File: config.mk
export PLATFORM = sky130hd
export DESIGN_NAME = external_trigger_handshake
export DESIGN_NICKNAME = d
export VERILOG_FILES = /design/src/core/trig_link_pkg.sv /design/src/core/external_trigger_handshake.sv /design/src/core/edge_sync.sv
export SDC_FILE = /design/constraint.sdc
export NUM_CORES = 1
export LEC_CHECK = 0
export BUFFER_PORTS_ARGS = -buffer_cell sky130_fd_sc_hd__buf_2
export CAP_MARGIN = 20
export CORE_UTILIZATION = 25
export CTS_CLUSTER_DIAMETER = 40
export DETAILED_ROUTE_END_ITERATION = 10
export SYNTH_ARGS = -nofsm -noshare
export SYNTH_HDL_FRONTEND = slang
export SYNTH_SLANG_ARGS = --single-unit
File: constraint.sdc
create_clock -name clk_sys_i -period 3.24 [get_ports clk_sys_i]
set_input_delay 0.162 -clock clk_sys_i [delete_from_list [all_inputs] [get_ports clk_sys_i]]
set_output_delay 0.162 -clock clk_sys_i [all_outputs]
set_load 0.02 [all_outputs]
File: src/core/trig_link_pkg.sv
// constants for the trigger-link handshake block
package trig_link_pkg;
    localparam int CLK_FREQ_HZ = 100_000_000;
    // least input pulse width, ns
    localparam int TRIG_IN_MIN_NS = 2000;
    localparam int TRIG_IN_MIN_CYC = (TRIG_IN_MIN_NS * (CLK_FREQ_HZ / 1_000_000) + 999) / 1000;
    // completion pulse width, ns
    localparam int COMPLETE_PULSE_NS = 10000;
    localparam int COMPLETE_PULSE_CYC = (COMPLETE_PULSE_NS * (CLK_FREQ_HZ / 1_000_000)) / 1000;
    localparam int CNT_W = 16;
    localparam logic RESET_EXT_MODE = 1'b0;
endpackage : trig_link_pkg

File: src/core/external_trigger_handshake.sv
// trigger-link handshake: external trigger in, measurement complete out
// Functional notes
// - link input, digital pin and manual key each start a reading in external mode
// - select key toggles between waiting for trigger and continuous readings
// - while waiting, trigger indicator lit and reading display blanked to dashes
// - each manual key press while waiting in local yields exactly one reading
// - link line one is completion output, line two the trigger input
// - digital pin and link input are one node, handled identically
// - interlock low disables input triggers; open or high enables them
// - trigger recognised on falling edge of input pulse
// - input pulses act only when external source is configured
// - after measurement ends, one completion pulse is driven
// - after the completion pulse, return to waiting for next trigger
// - per trigger: take reading, store it, then send output pulse
// - link pulse, key press or bus trigger satisfy the external event wait
// - manual key ignored under remote control, honoured in local
// - output trigger only after measurement, filtering and channel switching end
`timescale 1ns/1ps
module external_trigger_handshake
    import trig_link_pkg::*;
#(
    parameter int COMPLETE_CYC = trig_link_pkg::COMPLETE_PULSE_CYC,
    parameter int MIN_IN_CYC = trig_link_pkg::TRIG_IN_MIN_CYC
) (
    // clock and reset
    input wire logic clk_sys_i,
    input wire logic rst_i,
    // trigger link and digital i/o pins
    input wire logic trig_link_in_i,
    input wire logic interlock_i,
    output logic measurement_complete_output_o,
    // front panel
    input wire logic external_trigger_select_key_i,
    input wire logic manual_trigger_key_i,
    output logic trigger_indicator_o,
    output logic display_dashes_o,
    // remote interface, same clock
    input wire logic remote_i,
    input wire logic bus_trigger_i,
    // measurement engine, same clock
    output logic measure_start_o,
    input wire logic measure_done_i,
    output logic store_reading_o,
    input wire logic store_done_i
);
    import trig_link_pkg::*;

    typedef enum {
        ST_CONT,
        ST_WAIT,
        ST_MEASURE,
        ST_STORE,
        ST_PULSE
    } phase_type;

    typedef struct packed {
        phase_type phase;
        logic ext_mode;
        logic [2:0] sel_sync;
        logic [1:0] il_sync;
        logic [CNT_W-1:0] pulse_cnt;
        logic complete;
        logic start;
        logic store;
    } state_type;

    state_type st;
    state_type next_st;
    logic link_fall;
    logic key_fall;
    logic sel_press;
    logic trig_event;

    // pin and key edges share one filter each; the link and digital pin are one wire
    edge_sync #(.MIN_LOW(MIN_IN_CYC), .IDLE_LEVEL(1'b1)) u_link_edge (
        .clk_sys_i(clk_sys_i),
        .rst_i(rst_i),
        .raw_i(trig_link_in_i),
        .fall_o(link_fall)
    );

    // keys are active high; invert so a press is a falling edge
    edge_sync #(.MIN_LOW(1), .IDLE_LEVEL(1'b1)) u_key_edge (
        .clk_sys_i(clk_sys_i),
        .rst_i(rst_i),
        .raw_i(~manual_trigger_key_i),
        .fall_o(key_fall)
    );

    assign sel_press = st.sel_sync[1] & ~st.sel_sync[2];

    always_comb
    begin
        trig_event = (link_fall & st.il_sync[1])
            | (key_fall & ~remote_i)
            | bus_trigger_i;
    end

    always_comb
    begin
        next_st = st;
        next_st.sel_sync = {st.sel_sync[1:0], external_trigger_select_key_i};
        next_st.il_sync = {st.il_sync[0], interlock_i};
        next_st.start = 1'b0;
        next_st.store = 1'b0;
        next_st.complete = 1'b0;
        case (st.phase)
            ST_CONT:
            begin
                if (sel_press)
                begin
                    next_st.ext_mode = 1'b1;
                    next_st.phase = ST_WAIT;
                end
            end
            ST_WAIT:
            begin
                if (sel_press)
                begin
                    next_st.ext_mode = 1'b0;
                    next_st.phase = ST_CONT;
                end
                else if (trig_event && st.ext_mode)
                begin
                    next_st.start = 1'b1;
                    next_st.phase = ST_MEASURE;
                end
            end
            ST_MEASURE:
            begin
                // done covers filtering and channel switching as well
                if (measure_done_i)
                begin
                    next_st.store = 1'b1;
                    next_st.phase = ST_STORE;
                end
            end
            ST_STORE:
            begin
                if (store_done_i)
                begin
                    next_st.complete = 1'b1;
                    next_st.pulse_cnt = CNT_W'(COMPLETE_CYC - 1);
                    next_st.phase = ST_PULSE;
                end
            end
            ST_PULSE:
            begin
                if (st.pulse_cnt == '0)
                begin
                    next_st.phase = ST_WAIT;
                end
                else
                begin
                    next_st.complete = 1'b1;
                    next_st.pulse_cnt = st.pulse_cnt - CNT_W'(1);
                end
            end
            default:
            begin
                next_st.phase = ST_CONT;
            end
        endcase
    end

    always_ff @(posedge clk_sys_i)
    begin
        if (rst_i)
        begin
            st <= '{phase: ST_CONT, ext_mode: RESET_EXT_MODE, sel_sync: 3'h0, il_sync: 2'h3,
                    pulse_cnt: '0, complete: 1'b0, start: 1'b0, store: 1'b0};
        end
        else
        begin
            st <= next_st;
        end
    end

    // completion line idles high; pulse is active low like the trigger input
    assign measurement_complete_output_o = ~st.complete;
    assign trigger_indicator_o = st.ext_mode;
    assign display_dashes_o = (st.phase == ST_WAIT);
    assign measure_start_o = st.start;
    assign store_reading_o = st.store;
endmodule : external_trigger_handshake

File: src/core/edge_sync.sv
// two-stage synchroniser with falling-edge pulse and low-width filter
`timescale 1ns/1ps
module edge_sync #(
    parameter int MIN_LOW = 1,
    parameter logic IDLE_LEVEL = 1'b1
) (
    // clock and reset
    input wire logic clk_sys_i,
    input wire logic rst_i,
    // raw level and detected edge
    input wire logic raw_i,
    output logic fall_o
);
    typedef struct packed {
        logic meta;
        logic sync;
        logic [15:0] low_cnt;
        logic armed;
        logic fall;
    } state_type;

    state_type st;
    state_type next_st;

    always_comb
    begin
        next_st = st;
        next_st.meta = raw_i;
        next_st.sync = st.meta;
        next_st.fall = 1'b0;
        if (st.sync)
        begin
            next_st.low_cnt = '0;
            next_st.armed = 1'b1;
        end
        else if (st.armed)
        begin
            // one pulse per low phase, only once it is wide enough
            if (st.low_cnt >= 16'(MIN_LOW - 1))
            begin
                next_st.fall = 1'b1;
                next_st.armed = 1'b0;
            end
            else
            begin
                next_st.low_cnt = st.low_cnt + 16'h0001;
            end
        end
    end

    always_ff @(posedge clk_sys_i)
    begin
        if (rst_i)
        begin
            st <= '{meta: IDLE_LEVEL, sync: IDLE_LEVEL, low_cnt: 16'h0000, armed: 1'b0,
                    fall: 1'b0};
        end
        else
        begin
            st <= next_st;
        end
    end

    assign fall_o = st.fall;
endmodule : edge_sync

# == Word-level counts from Yosys, hierarchy flattened ==
# Cells that the tools add are included.
# W data, S select, Z words.
# classes
n_eq_ne,12
order_cmp,2
addsub,3
mux,20
reduce_logical,16
bitwise_logic,15
# ops
op,n
$mux W32,5
$pmux W32 S5,1
$eq A32 B2 Y1 const B,3
$mux W17,2
$pmux W17 S2,1
$mux W33,1
$add A16 B1 Y16 const B,2
$eq A32 B1 Y1 const B,1
$eq A32 B3 Y1 const B,1
$logic_not A32 Y1,1
$ge A16 B1 Y1 const B,1
$ge A16 B8 Y1 const B,1
$logic_not A16 Y1,1
$sub A16 B1 Y16 const B,1
$ne A2 B2 Y1 const B,6
$not A1 Y1,10
$reduce_or A3 Y1,3
$mux W2,4
$reduce_and A3 Y1,2
$reduce_or A2 Y1,3
$mux W1,5
$reduce_and A5 Y1,1
$reduce_and A2 Y1,2
$reduce_bool A2 Y1,2
other kinds (5),8
# totals
word_cells,86
inputBits,10
regBits,97
out_inout_bits,5

# == Logic depth before layout (Yosys ltp) ==
# logic_depth
word_depth,8
mapped_depth,8
depth_no_buf,7

# == By module ==
# Synthesis repeated with hierarchy kept, for this count alone.
# hier_totals
cells_unflattened,234
area_unflattened_um2,2252.2
# modules_own_cells
mod,seq_area_each_um2,n_inst,area_per_inst_um2,cells_each
external_trigger_handshake,560.5,1,1367.6,153
edge_sync (u_link_edge),400.4,1,778.2,73
edge_sync (u_key_edge),80.1,1,106.4,8

# == Least setup slack after synthesis ==
# No wires, ideal clock.
# synth_path
kind,register -> register
start,register st[3] in the netlist's numbering
end,register st[3] in the netlist's numbering
arrival_time_ns,2.172
period_less_slack_ns,2.303
stages_incl_launch_ff,9
slack_ns,0.937
path_buffers,1
required_time_ns,3.108
setup_ns,0.132
path_cell_list,dfxtp_1 -> inv_1 -> ha_1 -> or4b_2 -> or4_4 -> and2_1 -> buf_6 -> nor3_2 -> a211oi_2
# synth_via
elab_chain_len,3
word_cells_on_any_way,6
classes_between,1 x add/sub; 1 x eq/ne; 2 x mux; 2 x reduce/logical
# synth_lines
item,line_no,text
start: declaration,external_trigger_handshake.sv:67,state_type st;
start signal: assignment,external_trigger_handshake.sv:170,"st <= '{phase: ST_CONT, ext_mode: RESET_EXT_MODE, sel_sync: 3'h0, il_sync: 2'h3,"
start signal: assignment,external_trigger_handshake.sv:175,st <= next_st;
$sub A16 B1 Y16 or $logic_not A16 Y1 (tied branches),"external_trigger_handshake.sv:156, external_trigger_handshake.sv:149",
$mux W17 or $ne A2 B2 Y1 (tied branches),n/a,
$pmux W17 S2 or $reduce_and A3 Y1 (tied branches),n/a,
# Parallel ways exist; a longest one is shown, timed or not. The select of a mux whose other input is x is not followed.
# A chain may end at the register's enable or synchronous reset.

# == Worst setup path after layout ==
# layout_path
start,register st[3] in the netlist's numbering
end,register st[27] in the netlist's numbering
# layout_via
elab_chain_len,3
# layout_lines
item,line_no,text
$logic_not A16 Y1,external_trigger_handshake.sv:149,if (st.pulse_cnt == '0)
$ne A2 B2 Y1 (no line),n/a,
$reduce_and A5 Y1 (no line),n/a,
# No other way between the ends.

==> results.yml <==
logic_synthesis:
  synth.avg_cell_area_sq_um: 9.10
  dominantRegCellSynth: "sky130_fd_sc_hd__dfxtp_1"
  post_synth_design_cell_area_sq_mm: 0.00220
  syn-instance-count: 242
  synth_enable_flop_cells: 0
  synth_top_cell_area_share: 0.472
  ys_warn_count: 0
  syn-num-nets: 255
  synth_seq_cells: 52
  async_reset_ff_frac: 0
  yosysTopAreaCell: "sky130_fd_sc_hd__dfxtp_1"
  synth.area.top_cells: "sky130_fd_sc_hd__dfxtp_1, sky130_fd_sc_hd__xnor2_1, sky130_fd_sc_hd__nor2_1"
  cell_variety_after_synth: 47
  yosysSeqAreaShare: 0.472
critical_path:
  critPathLaunchType: "flip-flop"
  critical_path_required_ns: 3.41
  crit_path_max_fanout: 11
  critPathCaptureType: "flip-flop"
  timing.setup.critical_path_class: "flip-flop to flip-flop"
  timing.critical_path.arrival_ns: 2.72
cells_and_area:
  post_route_cells_drive_above_1_share: 0.142
  area.growth.synth_to_final_pct: 10.9
  antennaDiodeCount: 0
  final-instance-count-excl-fill: 358
  num-nets-final: 265
  filler_cell_count: 879
timing:
  report.final.hold_viol_count: 0
  worst_slew_pin_slew_ns: 0.674
  final.period_utilization: 0.790
  finalSetupViolations: 0
  timing.final.ws_setup_ns: 0.681
  slew_headroom: 0.551
  rsz0062_at_grt: "false"
  tns_ns: 0
  fin_skew_ns: 0.00868
  fmaxAchievable_mhz: 391
  timing_max_transition_violations_final: 0
  period_needed_ns: 2.56
clock_network:
  clock_insertion_delay_at_the_later_pin_of_the_skew_report_ns: 0.30
  post_cts_resize_count: 0
  cts_sinks: 52
  post-cts-setup-buffer-count: 0
  clk_root_buffer_cell: "sky130_fd_sc_hd__clkbuf_8"
  cts-htree-levels: 2
  post_cts_hold_buffer_count: 0
  cts-buffers-inserted: 5
  cts_max_path_buffers: 2
  clk_transition_reported_paths_ns: 0.10
  tritoncts: "yes"
floorplan:
  initial_utilization: 0.263
  fp-row-count: 33
  die_y_um: 95.9
  floorplan.die_area_sq_mm: 0.00919
  ioPinCount: 15
  core_region_area_sq_mm: 0.00838
  die_w_um: 95.9
pwr:
  power_density_mw_per_mm2: 435
  netSwitchingPower_uw: 244
  max-vdd-ir-drop_mv: 0.172
  seqPwrFrac: 0.616
  clock_power_share: 0.346
  combPwrFrac: 0.038
  sw_frac_of_total: 0.230
  cellLeakagePower_uw: 0.000882
  cellInternalPower_uw: 818
route:
  antenna_violating_nets_left: 0
  number_of_remaining_drc_errors: 0
  detail_route.first_pass.iterations: 4
  detailroute.via_count: 1707
  drt-total-wl_mm: 4.36
  drt-initial-drc-count: 55
  routedWlPerCell_um: 12.2
  routed_via_density: 4.77
run:
  maxCapViolations: 0
grt:
  grt_remaining_overflow: 0
  groute.usage.overall: 0.103
  vias_in_the_first_global_route: 1649
  grt_max_degree: 39
  grt_pass1_wl_mm: 7.49
  antenna_found_initial: 0
hold_path:
  hold_class: "input port to flip-flop"
outcome:
  outcome: "complete, no violations"
placed_design:
  gp_congestion: 0.779
  dp_hpwl_mm: 3.02
  io_buffers: 14
  placement.setup.worst_slack_ns: 0.711
  post-place-cells: 350
state kept, by name (all words and copies together) (netlist names):
register	flops
u_link_edge.st	18
trigger_indicator_o	1
st	22
u_link_edge.next_st	1
measure_start_o	1
u_key_edge.next_st	1
u_key_edge.fall_o	1
next_st	3
u_link_edge.fall_o	1
u_key_edge.st	2
store_reading_o	1
metrics by stage:
stage                     utilization  hold slack, ns  total power (uW)  instance area, sq um
after floorplan                     -           0.232               696                  2200
after global placement          0.281           0.340               709                  2350
after detailed placement        0.281           0.340               710                  2350
after CTS                       0.292          0.0103              1080                  2440
after global routing            0.292         0.00470              1110                  2440
final                           0.292          0.0187              1060                  2440
power by group through the flow:
stage	registers, uW	logic [uW]	clock network, uW
after global routing	655	45.9	410
after global placement	668	40.5	0
after detailed placement	669	40.9	0
after CTS	654	41.1	383
final	654	40.6	368
after floorplan	666	30.0	0
layout make-up:
class / count / area [sq um] / area share
clock buffer: 6 / 72.6 / 0.0297
clock inverter: 2 / 16.3 / 0.00666
inverter: 10 / 37.5 / 0.0154
multi-input combinational: 169 / 1070 / 0.440
sequential: 52 / 1040 / 0.426
tap: 105 / 131 / 0.0538
timing repair buffer: 14 / 70.1 / 0.0287
cell usage after synthesis, types with 6 or more instances:
cell type                  number
sky130_fd_sc_hd__nand3_1        8
sky130_fd_sc_hd__nand2_1       14
sky130_fd_sc_hd__or4_1          8
sky130_fd_sc_hd__nor4_1         6
sky130_fd_sc_hd__nor2b_1        7
sky130_fd_sc_hd__nor3_1         9
sky130_fd_sc_hd__and2_1        10
sky130_fd_sc_hd__a21oi_1       10
sky130_fd_sc_hd__nor2_1        20
sky130_fd_sc_hd__xnor2_1        9
sky130_fd_sc_hd__inv_1         10
sky130_fd_sc_hd__dfxtp_1       52
sky130_fd_sc_hd__clkbuf_1       8
kinds of logic (layout without fill, tap and decap cells):
group	after synthesis	count (layout)	synth area share
multiplexers	2	2	0.00909
AND/OR/NAND/NOR	113	113	0.293
AO/OA/AOI/OAI	41	41	0.129
adder cells (fa/ha/maj)	3	3	0.0170
buffers and inverters	21	32	0.0397
flip-flops	52	52	0.472
XOR/XNOR	10	10	0.0398
final timing paths:
path / from / endpoint / slack, ns / depth (start not counted)
worst max register to register: st[3]$_SDFFE_PP0P_ / st[27]$_SDFFE_PP0P_ / 0.68 / 7
worst min-delay path: manual_trigger_key_i / u_key_edge.next_st[18]$_SDFF_PP1_ / 0.02 / 2
worst max-delay path: st[3]$_SDFFE_PP0P_ / st[27]$_SDFFE_PP0P_ / 0.68 / 7
worst min register to register: u_key_edge.st[18]$_SDFF_PP1_ / u_key_edge.fall_o$_SDFF_PP0_ / 0.42 / 1
cell usage in the layout, fill, tap and decap left out, types with 6 or more instances in the layout:
| cell | instances |
|---|---|
| sky130_fd_sc_hd__dfxtp_1 | 52 |
| sky130_fd_sc_hd__nor2_1 | 20 |
| sky130_fd_sc_hd__nand2_1 | 14 |
| sky130_fd_sc_hd__buf_2 | 14 |
| sky130_fd_sc_hd__inv_1 | 10 |
| sky130_fd_sc_hd__and2_1 | 10 |
| sky130_fd_sc_hd__a21oi_1 | 10 |
| sky130_fd_sc_hd__nor3_1 | 9 |
| sky130_fd_sc_hd__xnor2_1 | 9 |
| sky130_fd_sc_hd__or4_1 | 8 |
| sky130_fd_sc_hd__nand3_1 | 8 |
| sky130_fd_sc_hd__nor2b_1 | 7 |
| sky130_fd_sc_hd__nor4_1 | 6 |
critical path, stage by stage, from the launching register on:
cell	delay [ns]
sky130_fd_sc_hd__dfxtp_1	0.36
sky130_fd_sc_hd__inv_1	0.09
sky130_fd_sc_hd__ha_1	0.14
sky130_fd_sc_hd__or4b_2	0.61
sky130_fd_sc_hd__or4_4	0.57
sky130_fd_sc_hd__and2_1	0.34
sky130_fd_sc_hd__nor2_1	0.24
sky130_fd_sc_hd__nor2_1	0.07
metal layers:
layer	wire [um]	track usage
met5	0	0
met4	100	0.0373
met3	138	0.0300
met2	1980	0.168
met1	2150	0.128
(Power assumes the default switching activity.)
